File: src/design/ssx_params.svh
// Constants of the subtract/swap/xor/direction datapath: register
// offsets, status bit positions and reset values.
// Assumes inclusion by bare name from the datapath.
`ifndef SSX_PARAMS_SVH
`define SSX_PARAMS_SVH

// Register port offsets
`define SSX_OFF_ACC 4'h0
`define SSX_OFF_STATUS 4'h1
`define SSX_OFF_DIR_A 4'h2
`define SSX_OFF_DIR_B 4'h3
`define SSX_OFF_DIR_C 4'h4
`define SSX_OFF_OPCOUNT 4'h5

// Status register bit positions
`define SSX_ST_CARRY 0
`define SSX_ST_HALF 1
`define SSX_ST_ZERO 2

// Direction-load operand values
`define SSX_DIR_SEL_A 7'h05
`define SSX_DIR_SEL_B 7'h06
`define SSX_DIR_SEL_C 7'h07

// Reset values
`define SSX_RST_ACC 8'h00
`define SSX_RST_DIR 8'hff
`define SSX_RST_RDATA 8'h00

`endif

File: src/design/ssx_pkg.sv
// Types of the subtract/swap/xor/direction datapath.
// Assumes ssx_params.svh is on the include path.
package ssx_pkg;

    // Operations carried out by the datapath
    typedef enum logic [2:0] {
        SSX_OP_NONE = 3'h0,
        SSX_OP_SUB = 3'h1,
        SSX_OP_SUB_BORROW = 3'h2,
        SSX_OP_NIBBLE_EXCHANGE = 3'h3,
        SSX_OP_XOR_IMMEDIATE = 3'h4,
        SSX_OP_XOR_FILE = 3'h5,
        SSX_OP_DIRECTION_LOAD = 3'h6
    } ssx_op_t;

    // One instruction from the decoder
    typedef struct packed {
        logic valid;
        ssx_op_t op;
        logic [6:0] addr;
        logic dest;
        logic [7:0] lit;
    } ssx_req_t;

    // Whole state of the datapath
    typedef struct packed {
        logic [7:0] acc;
        logic carry;
        logic half_carry_flag;
        logic zero;
        logic [7:0] port_a_direction;
        logic [7:0] port_b_direction;
        logic [7:0] port_c_direction;
        logic f_we;
        logic [6:0] f_waddr;
        logic [7:0] f_wdata;
        logic done;
        logic [7:0] rdata;
        logic [7:0] op_count;
    } ssx_state_t;

endpackage

File: src/design/ssx_sub_unit.sv
// Parameterised subtractor: a minus b minus borrow, with carry and
// half carry in the not-borrow sense.
// Purely combinational; the caller registers the results.
`timescale 1ns/10ps
`default_nettype none

module ssx_sub_unit #(
    parameter int WIDTH = 8,
    parameter int HALF = 4
) (
    input wire logic [WIDTH-1:0] a_i,
    input wire logic [WIDTH-1:0] b_i,
    input wire logic no_borrow_i,
    output logic [WIDTH-1:0] diff_o,
    output logic carry_o,
    output logic half_o
);

    logic [WIDTH:0] full_sum;
    logic [HALF:0] low_sum;

    // Adding the inverse plus one keeps carry as not-borrow
    assign full_sum = {1'b0, a_i} + {1'b0, ~b_i} + {{WIDTH{1'b0}}, no_borrow_i};
    assign low_sum = {1'b0, a_i[HALF-1:0]} + {1'b0, ~b_i[HALF-1:0]} + {{HALF{1'b0}}, no_borrow_i};
    assign diff_o = full_sum[WIDTH-1:0];
    assign carry_o = full_sum[WIDTH];
    assign half_o = low_sum[HALF];

endmodule // ssx_sub_unit

`default_nettype wire

File: src/design/ssx_alu.sv
// Execution datapath for subtract, nibble exchange, xor and
// direction-load operations of an 8-bit core, plus a small
// register port for software access to accumulator, flags and
// direction registers.
// Assumes the decoder presents one request per cycle together with
// the addressed file register value in the same cycle.
`timescale 1ns/10ps
`default_nettype none
`include "ssx_params.svh"

module ssx_alu
    import ssx_pkg::*;
#(
    parameter int DATA_W = 8,
    parameter int NIBBLE_W = 4
) (
    input wire logic clk_i,
    input wire logic srst_i,
    input wire ssx_req_t req_i,
    input wire logic [7:0] f_rdata_i,
    input wire logic [3:0] reg_addr_i,
    input wire logic [7:0] reg_wdata_i,
    input wire logic reg_we_i,
    input wire logic reg_re_i,
    output logic [7:0] reg_rdata_o,
    output logic [7:0] acc_o,
    output logic carry_o,
    output logic half_carry_flag_o,
    output logic zero_o,
    output logic [7:0] port_a_direction_o,
    output logic [7:0] port_b_direction_o,
    output logic [7:0] port_c_direction_o,
    output logic f_we_o,
    output logic [6:0] f_waddr_o,
    output logic [7:0] f_wdata_o,
    output logic done_o
);

    ssx_state_t st_r;
    ssx_state_t st_nxt;

    logic [7:0] sub_diff;
    logic sub_carry;
    logic sub_half;
    logic sub_no_borrow;

    // Plain subtract has no borrow in; the borrow form uses carry as not-borrow
    assign sub_no_borrow = (req_i.op == SSX_OP_SUB_BORROW) ? st_r.carry : 1'b1;

    // One shared subtractor serves both subtract forms
    ssx_sub_unit #(
        .WIDTH(DATA_W),
        .HALF(NIBBLE_W)
    ) u_sub (
        .a_i(f_rdata_i),
        .b_i(st_r.acc),
        .no_borrow_i(sub_no_borrow),
        .diff_o(sub_diff),
        .carry_o(sub_carry),
        .half_o(sub_half)
    );

    // Next state: register port first, then the operation, so an
    // operation in the same cycle overrides a software write to the
    // same field; software cannot race the instruction stream.
    always_comb begin
        logic [7:0] res;
        logic has_res;
        res = 8'h00;
        has_res = 1'b0;
        st_nxt = st_r;
        st_nxt.f_we = 1'b0;
        st_nxt.done = 1'b0;
        st_nxt.rdata = `SSX_RST_RDATA;

        // Reads return the state before this cycle's updates
        if (reg_re_i) begin
            if (reg_addr_i == `SSX_OFF_ACC) begin
                st_nxt.rdata = st_r.acc;
            end else if (reg_addr_i == `SSX_OFF_STATUS) begin
                st_nxt.rdata = {5'h00, st_r.zero, st_r.half_carry_flag, st_r.carry};
            end else if (reg_addr_i == `SSX_OFF_DIR_A) begin
                st_nxt.rdata = st_r.port_a_direction;
            end else if (reg_addr_i == `SSX_OFF_DIR_B) begin
                st_nxt.rdata = st_r.port_b_direction;
            end else if (reg_addr_i == `SSX_OFF_DIR_C) begin
                st_nxt.rdata = st_r.port_c_direction;
            end else if (reg_addr_i == `SSX_OFF_OPCOUNT) begin
                st_nxt.rdata = st_r.op_count;
            end else begin
                st_nxt.rdata = 8'h00; // Unmapped reads as zero
            end
        end

        // Software writes; unmapped and read-only offsets are ignored
        if (reg_we_i) begin
            if (reg_addr_i == `SSX_OFF_ACC) begin
                st_nxt.acc = reg_wdata_i;
            end else if (reg_addr_i == `SSX_OFF_STATUS) begin
                st_nxt.carry = reg_wdata_i[`SSX_ST_CARRY];
                st_nxt.half_carry_flag = reg_wdata_i[`SSX_ST_HALF];
                st_nxt.zero = reg_wdata_i[`SSX_ST_ZERO];
            end else if (reg_addr_i == `SSX_OFF_DIR_A) begin
                st_nxt.port_a_direction = reg_wdata_i;
            end else if (reg_addr_i == `SSX_OFF_DIR_B) begin
                st_nxt.port_b_direction = reg_wdata_i;
            end else if (reg_addr_i == `SSX_OFF_DIR_C) begin
                st_nxt.port_c_direction = reg_wdata_i;
            end
        end

        // Operation: everything commits at the end of this one cycle
        if (req_i.valid && req_i.op != SSX_OP_NONE) begin
            st_nxt.done = 1'b1;
            st_nxt.op_count = st_r.op_count + 8'h01;
            case (req_i.op)
                SSX_OP_SUB, SSX_OP_SUB_BORROW: begin
                    res = sub_diff;
                    has_res = 1'b1;
                    st_nxt.carry = sub_carry;
                    st_nxt.half_carry_flag = sub_half;
                    st_nxt.zero = (sub_diff == 8'h00);
                end
                SSX_OP_NIBBLE_EXCHANGE: begin
                    res = {f_rdata_i[3:0], f_rdata_i[7:4]};
                    has_res = 1'b1;
                end
                SSX_OP_XOR_IMMEDIATE: begin
                    st_nxt.acc = st_r.acc ^ req_i.lit;
                    st_nxt.zero = ((st_r.acc ^ req_i.lit) == 8'h00);
                end
                SSX_OP_XOR_FILE: begin
                    res = st_r.acc ^ f_rdata_i;
                    has_res = 1'b1;
                    st_nxt.zero = ((st_r.acc ^ f_rdata_i) == 8'h00);
                end
                SSX_OP_DIRECTION_LOAD: begin
                    // Other operands have no target and are dropped
                    if (req_i.addr == `SSX_DIR_SEL_A) begin
                        st_nxt.port_a_direction = st_r.acc;
                    end else if (req_i.addr == `SSX_DIR_SEL_B) begin
                        st_nxt.port_b_direction = st_r.acc;
                    end else if (req_i.addr == `SSX_DIR_SEL_C) begin
                        st_nxt.port_c_direction = st_r.acc;
                    end
                end
                default: begin
                    st_nxt.done = 1'b0;
                    st_nxt.op_count = st_r.op_count; // Refused codes are not counted
                end
            endcase

            // Destination select shared by the file-operand forms
            if (has_res) begin
                if (req_i.dest) begin
                    st_nxt.f_we = 1'b1;
                    st_nxt.f_waddr = req_i.addr;
                    st_nxt.f_wdata = res;
                end else begin
                    st_nxt.acc = res;
                end
            end
        end
    end

    // Single register stage for the whole state
    always_ff @(posedge clk_i) begin
        if (srst_i) begin
            st_r <= '0;
            st_r.acc <= `SSX_RST_ACC;
            st_r.port_a_direction <= `SSX_RST_DIR;
            st_r.port_b_direction <= `SSX_RST_DIR;
            st_r.port_c_direction <= `SSX_RST_DIR;
        end else begin
            st_r <= st_nxt;
        end
    end

    // Outputs straight from the state flops
    assign reg_rdata_o = st_r.rdata;
    assign acc_o = st_r.acc;
    assign carry_o = st_r.carry;
    assign half_carry_flag_o = st_r.half_carry_flag;
    assign zero_o = st_r.zero;
    assign port_a_direction_o = st_r.port_a_direction;
    assign port_b_direction_o = st_r.port_b_direction;
    assign port_c_direction_o = st_r.port_c_direction;
    assign f_we_o = st_r.f_we;
    assign f_waddr_o = st_r.f_waddr;
    assign f_wdata_o = st_r.f_wdata;
    assign done_o = st_r.done;

    // Plain subtract into the accumulator
    a_sub_acc_diff: assert property (@(posedge clk_i) disable iff (srst_i)
        (req_i.valid && req_i.op == SSX_OP_SUB && !req_i.dest)
        |=> (acc_o == 8'($past(f_rdata_i) - $past(acc_o)) && !f_we_o))
        else $error("subtract result not in accumulator");

    // Carry and half carry follow the comparisons
    a_sub_flags: assert property (@(posedge clk_i) disable iff (srst_i)
        (req_i.valid && req_i.op == SSX_OP_SUB)
        |=> (carry_o == ($past(acc_o) <= $past(f_rdata_i))
            && half_carry_flag_o == ($past(acc_o[3:0]) <= $past(f_rdata_i[3:0]))))
        else $error("subtract flags wrong");

    // Borrow subtract takes away the inverted carry
    a_subb_diff: assert property (@(posedge clk_i) disable iff (srst_i)
        (req_i.valid && req_i.op == SSX_OP_SUB_BORROW && !req_i.dest)
        |=> (acc_o == 8'($past(f_rdata_i) - $past(acc_o) - {7'h00, !$past(carry_o)})))
        else $error("borrow subtract result wrong");

    // Borrow subtract into the file register
    a_subb_file: assert property (@(posedge clk_i) disable iff (srst_i)
        (req_i.valid && req_i.op == SSX_OP_SUB_BORROW && req_i.dest)
        |=> (f_we_o && f_waddr_o == $past(req_i.addr) && $stable(acc_o)
            && zero_o == (f_wdata_o == 8'h00)))
        else $error("borrow subtract file write wrong");

    // Plain subtract back into the source register
    a_sub_file: assert property (@(posedge clk_i) disable iff (srst_i)
        (req_i.valid && req_i.op == SSX_OP_SUB && req_i.dest && !reg_we_i)
        |=> (f_we_o && f_wdata_o == 8'($past(f_rdata_i) - $past(acc_o)) && $stable(acc_o)))
        else $error("subtract file write wrong");

    // Nibble exchange leaves every flag alone
    a_swap_flags: assert property (@(posedge clk_i) disable iff (srst_i)
        (req_i.valid && req_i.op == SSX_OP_NIBBLE_EXCHANGE && !reg_we_i)
        |=> ($stable(carry_o) && $stable(half_carry_flag_o) && $stable(zero_o)))
        else $error("nibble exchange changed a flag");

    // Nibble exchange to the file it was read from
    a_swap_file: assert property (@(posedge clk_i) disable iff (srst_i)
        (req_i.valid && req_i.op == SSX_OP_NIBBLE_EXCHANGE && req_i.dest)
        |=> (f_we_o && f_waddr_o == $past(req_i.addr)
            && f_wdata_o == {$past(f_rdata_i[3:0]), $past(f_rdata_i[7:4])}))
        else $error("nibble exchange write wrong");

    // Immediate xor changes accumulator and zero only
    a_xorl_acc: assert property (@(posedge clk_i) disable iff (srst_i)
        (req_i.valid && req_i.op == SSX_OP_XOR_IMMEDIATE && !reg_we_i)
        |=> (acc_o == ($past(acc_o) ^ $past(req_i.lit)) && zero_o == (acc_o == 8'h00)
            && $stable(carry_o) && !f_we_o))
        else $error("immediate xor wrong");

    // File xor sets zero from the result it routes
    a_xorf_zero: assert property (@(posedge clk_i) disable iff (srst_i)
        (req_i.valid && req_i.op == SSX_OP_XOR_FILE && !reg_we_i)
        |=> (zero_o == ($past(acc_o) == $past(f_rdata_i)) && $stable(half_carry_flag_o)))
        else $error("file xor zero wrong");

    // Direction load picks the port from the operand
    a_dir_load: assert property (@(posedge clk_i) disable iff (srst_i)
        (req_i.valid && req_i.op == SSX_OP_DIRECTION_LOAD && req_i.addr == `SSX_DIR_SEL_B)
        |=> (port_b_direction_o == $past(acc_o) && $stable(port_a_direction_o)
            && $stable(zero_o)))
        else $error("direction load wrong");

    // One cycle per operation; no write without a request before it
    a_one_cycle: assert property (@(posedge clk_i) disable iff (srst_i)
        (f_we_o || done_o) |-> ($past(req_i.valid) && $past(req_i.op) != SSX_OP_NONE))
        else $error("write or done without request");

    // Borrow subtract flags include the borrow-in term
    a_subb_flags: assert property (@(posedge clk_i) disable iff (srst_i)
        (req_i.valid && req_i.op == SSX_OP_SUB_BORROW)
        |=> (carry_o == ({1'b0, $past(f_rdata_i)} >= {1'b0, $past(acc_o)} + {8'h00, !$past(carry_o)})
            && half_carry_flag_o
            == ({1'b0, $past(f_rdata_i[3:0])} >= {1'b0, $past(acc_o[3:0])} + {4'h0, !$past(carry_o)})))
        else $error("borrow subtract flags wrong");

    // Borrow subtract written back carries the same difference
    a_subb_wdata: assert property (@(posedge clk_i) disable iff (srst_i)
        (req_i.valid && req_i.op == SSX_OP_SUB_BORROW && req_i.dest)
        |=> (f_wdata_o == 8'($past(f_rdata_i) - $past(acc_o) - {7'h00, !$past(carry_o)})))
        else $error("borrow subtract file data wrong");

    // Zero follows the difference routed to the accumulator
    a_sub_zero: assert property (@(posedge clk_i) disable iff (srst_i)
        (req_i.valid && req_i.op == SSX_OP_SUB && !req_i.dest)
        |=> (zero_o == (acc_o == 8'h00)))
        else $error("subtract zero flag wrong");

    // Nibble exchange into the accumulator writes no file
    a_swap_acc: assert property (@(posedge clk_i) disable iff (srst_i)
        (req_i.valid && req_i.op == SSX_OP_NIBBLE_EXCHANGE && !req_i.dest)
        |=> (acc_o == {$past(f_rdata_i[3:0]), $past(f_rdata_i[7:4])} && !f_we_o))
        else $error("nibble exchange accumulator wrong");

    // File xor back into the file leaves the accumulator alone
    a_xorf_file: assert property (@(posedge clk_i) disable iff (srst_i)
        (req_i.valid && req_i.op == SSX_OP_XOR_FILE && req_i.dest && !reg_we_i)
        |=> (f_we_o && f_waddr_o == $past(req_i.addr)
            && f_wdata_o == ($past(acc_o) ^ $past(f_rdata_i)) && $stable(acc_o)))
        else $error("file xor file write wrong");

    // File xor into the accumulator
    a_xorf_acc: assert property (@(posedge clk_i) disable iff (srst_i)
        (req_i.valid && req_i.op == SSX_OP_XOR_FILE && !req_i.dest)
        |=> (acc_o == ($past(acc_o) ^ $past(f_rdata_i)) && !f_we_o))
        else $error("file xor accumulator wrong");

    // Operand 5 loads port A only and leaves the flags
    a_dir_port_a: assert property (@(posedge clk_i) disable iff (srst_i)
        (req_i.valid && req_i.op == SSX_OP_DIRECTION_LOAD && req_i.addr == `SSX_DIR_SEL_A && !reg_we_i)
        |=> (port_a_direction_o == $past(acc_o) && $stable(port_b_direction_o)
            && $stable(port_c_direction_o) && $stable(carry_o) && !f_we_o))
        else $error("direction load port A wrong");

    // Operand 7 loads port C only and leaves the flags
    a_dir_port_c: assert property (@(posedge clk_i) disable iff (srst_i)
        (req_i.valid && req_i.op == SSX_OP_DIRECTION_LOAD && req_i.addr == `SSX_DIR_SEL_C && !reg_we_i)
        |=> (port_c_direction_o == $past(acc_o) && $stable(port_a_direction_o)
            && $stable(port_b_direction_o) && $stable(half_carry_flag_o) && !f_we_o))
        else $error("direction load port C wrong");

    // A code outside the operation set is dropped without a pulse
    a_refused_op: assert property (@(posedge clk_i) disable iff (srst_i)
        (req_i.valid && req_i.op == 3'h7 && !reg_we_i)
        |=> (!done_o && !f_we_o && $stable(acc_o) && $stable(port_a_direction_o)))
        else $error("refused code had an effect");

    // Every accepted operation pulses done in the next cycle
    a_done_pulse: assert property (@(posedge clk_i) disable iff (srst_i)
        (req_i.valid && req_i.op != SSX_OP_NONE && req_i.op != 3'h7)
        |=> done_o)
        else $error("operation without done");

    // No request, no pulse: done and file write last one cycle only
    a_idle_quiet: assert property (@(posedge clk_i) disable iff (srst_i)
        !req_i.valid |=> (!done_o && !f_we_o))
        else $error("pulse without request");

endmodule // ssx_alu

`default_nettype wire

File: config.mk
export PLATFORM = sky130hd
export DESIGN_NAME = ssx_alu
export DESIGN_NICKNAME = d
export VERILOG_FILES = /design/src/design/ssx_pkg.sv /design/src/design/ssx_sub_unit.sv /design/src/design/ssx_alu.sv
export VERILOG_INCLUDE_DIRS = /design/src /design/src/design
export SDC_FILE = /design/constraint.sdc
export NUM_CORES = 1
export LEC_CHECK = 0
export BUFFER_PORTS_ARGS = -buffer_cell sky130_fd_sc_hd__buf_2
export CAP_MARGIN = 15
export CORE_MARGIN = 4
export CORE_UTILIZATION = 30
export DETAILED_ROUTE_END_ITERATION = 12
export PLACE_DENSITY = 0.49
export REMOVE_ABC_BUFFERS = 1
export SYNTH_ARGS = -nofsm -noshare
export SYNTH_HDL_FRONTEND = slang
export SYNTH_SLANG_ARGS = --single-unit
File: constraint.sdc
create_clock -name clk_i -period 7.01 [get_ports clk_i]
set_clock_uncertainty 0.15 [all_clocks]
set_input_delay 1.402 -clock clk_i [delete_from_list [all_inputs] [get_ports clk_i]]
set_output_delay 1.402 -clock clk_i [all_outputs]
set_load 0.005 [all_outputs]
==> results.md <==
- FF+latch area: 1360 um2
- Hold/Removal Path Class: reg2reg
- Post-Synth XOR/XNOR Area: 3.93%
- Clk slew on worst S/H paths: 60 ps
- Worst VDD drop: 0.000120 V
- Most frequent cell after synthesis: dfxtp_1
- Largest net degree at the start of global routing: 62
- Clk root buf: clkbuf_16
- Slew HR: 38.1%
- Grt total ovfl: 0
- WL/cell: 18.2 um
- # Post-CTS Setup Buffers: 0
- Die Span X: 133 um
- Fmax: ~230 MHz
- Worst Path Required: 7040 ps
- Post-synthesis async set-or-reset flop share: 0%
- Final non-filler cell total: between 800 and 900
- Slew Viols, Final: 0
- Yosys warning total: 0
- Synthesized instance count: 594
- Synth area leaders: dfxtp_1, buf_4, mux2i_1
- Number of global-route vias before repair: 4090
- Top cell type's share of synthesized area: 29.1%
- Netlist cell types: 63
- Largest family of logic cells by synthesized area: simple AND/OR/NAND/NOR gates
- Initial Util: 30.7%
- Largest area contributor in the netlist: dfxtp_1
- Post-synth EDFFs: 0
- Synth Cell Area: 4690 um2
- Initial DRC Count: between 200 and 300
- Power per Cell Area: approximately 210 nW/um2
- CTS H-tree depth: 3
- Tcrit/Tclk final: just over 60%
- CP cell instances: buf_2 -> nor4b_1 -> fa_1 -> inv_1 -> fa_1 -> a21o_1 -> a21oi_2 -> o21ai_1 -> and4b_1 -> nor4b_1 -> a211oi_1
- Die area: approximately 18000 um2
- Synth Register Bits: 68
- PortBufs: 103
- Die height: 133 um
- Clock Latency Late Sink: around 340 ps
- Share of post-route cells with drive strength above 1: 22.3%
- Core Area: between 15000 and 20000 um2
- Synth top cells by count: dfxtp_1, nand2_1, buf_4, nor2_1, a21oi_1
- CTS tree: built
- Mean Syn Cell Area: about 7.9 um2
- Antenna-violating nets left: 0
- Antenna violations before repair: 0
- Fillers: 1624
- Critical path class: in2reg
- Status: finished, final reports clean
- I/O pin cnt: roughly 100
- Compound-Gate Fraction of Synth Area: 18.0%
- Worst-path maximum fanout: 31
- Startpoint types: primary input
- Hold slack final: 302 ps
- Via count: 4282
- Mux cell area share after synthesis: between 8 and 9%
- CP max stage cell: buf_2
- RSZ-0062 raised after global routing: false
- GRT Total Usage: 17.0%
- Synthesized-area fraction occupied by and/or/nand/nor cells: 23.9%
- CTS Hold Buffers Added: 0
- Post-CTS sizing: 0
- Tmin final: 4370 ps
- WL final: 15200 um
- P&R area growth vs syn: 11.6%
- Row count: 45
- Endpoints failing hold: 0
- Nets: 673
- GPL Wtd Cong: 0.866
- Inst Count DP: 818
- Crit end category: register
- Clock Sinks: 68
- Drt first pass iters: 5
- DRC errors left: 0
- Worst path max stage delay: ~430 ps
- Max Cap Viol: 0
- Final TNS setup: 0 ps
- Max Root-Sink Buffers: 2
- P_leak: 2.14 nW
- Detailed placement HPWL: between 10000 and 15000 um
- Vias/cell: 5.13
- Cts bufs inserted: 9
- Worst-Margin Slew: 921 ps
- Post-synth top flop: dfxtp_1
- Pwr Total: 1.11 mW
- Multi-input gate area: between 2000 and 3000 um2
- Final setup fails: 0
- WP data arrival: 4400 ps
- Seq/Total Area, Yosys: 29.1%
- Post-synthesis adder-cell area fraction: 3.26%
- First-pass GRT wire length: roughly 23000 um
- Ant. Diodes: 0
cell type report:
cell class / count / share of cell area [%]
Multi-Input combinational cell: 421 / 51.8
Sequential cell: 68 / 26.0
Timing Repair Buffer: 104 / 10.0
Tap cell: 211 / 5.05
Clock buffer: 12 / 4.71
Clock inverter: 4 / 1.39
Inverter: 14 / 1.00
stage by stage:
| step | area, um2 | utilization (%) | setup slack, ps |
|---|---|---|---|
| after CTS | 5230 | 34.3 | 2670 |
| after global placement | 4910 | 32.2 | 2400 |
| after floorplan | 4120 | - | 3060 |
| after global routing | 5230 | 34.3 | 2390 |
| final | 5230 | 34.3 | 2640 |
| after detailed placement | 4910 | 32.2 | 2330 |
final timing paths:
| path | depth (start not counted) | end | from | slack, ps |
|---|---|---|---|---|
| setup reg to reg | 9 | f_wdata_o[6] | acc_o[0] | 3810 |
| hold reg to reg | 2 | f_waddr_o[4] | f_waddr_o[4] | 300 |
| hold / removal | 2 | f_waddr_o[4] | f_waddr_o[4] | 300 |
| setup / recovery | 11 | f_wdata_o[6] | req_i[17] | 2640 |
power breakdown:
part,internal (mW),switching (mW)
Sequential,0.401,0.0187
Combinational,0.0809,0.121
Clock,0.321,0.173
Total,0.802,0.313
routing by layer:
layer | share of wire [%] | vias to the layer above | track usage [%]
met1 | 47 | 2019 | 22.7
met3 | 5.8 | 19 | 4.41
met4 | 1.8 | 0 | 4.85
met2 | 45 | 161 | 27.0
li1 | - | 2083 | -
met5 | 0 | - | 0
state kept, by name (all words and copies together) (netlist names), 7 cells and up:
name,flops
f_wdata_o,8
port_b_direction_o,8
st_r,8
port_a_direction_o,8
f_waddr_o,7
reg_rdata_o,8
acc_o,8
port_c_direction_o,8
critical path, delay by kind of cell:
kind,cells,cell delay [ps]
AOI/OAI and AO/OA,4,810
and+or+nand+nor,3,1010
buffers and inverters,2,480
adders and majority gates,2,690
placed cells by master, fill, tap and decap left out, types with 3 or more instances in the layout:
cell type  Yosys  final
buf_2         11    103
dfxtp_1       68     68
nand2_1       64     64
nor2_1        55     55
a21oi_1       32     32
mux2i_1       31     31
nand2b_1      28     28
o21ai_0       27     27
nand3_1       18     18
a211oi_1      15     15
inv_1         14     14
xnor2_1       11     11
xor2_1        10     10
mux2_2         9      9
ha_1           9      9
clkbuf_16      0      9
nor3_1         8      8
a31oi_1        6      6
nand4_1        6      6
or2_2          6      6
a21o_1         5      5
nor2b_1        5      5
a221oi_1       5      5
o22a_1         5      5
nor4b_1        4      4
and2_1         4      4
nand4b_1       4      4
and3_1         3      3
o211ai_1       3      3
o32ai_1        3      3
nor3b_1        3      3
a22o_1         3      3
logic make-up (layout without fill, tap and decap cells):
family	Yosys count	count (layout)
buffers and inverters	105	134
xor gates and xnor gates	21	21
AOI/OAI and AO/OA	128	128
DFF	68	68
adders and majority gates	11	11
muxes	40	40
and+or+nand+nor	221	221
Note: power is estimated with default switching activity, not from simulation.
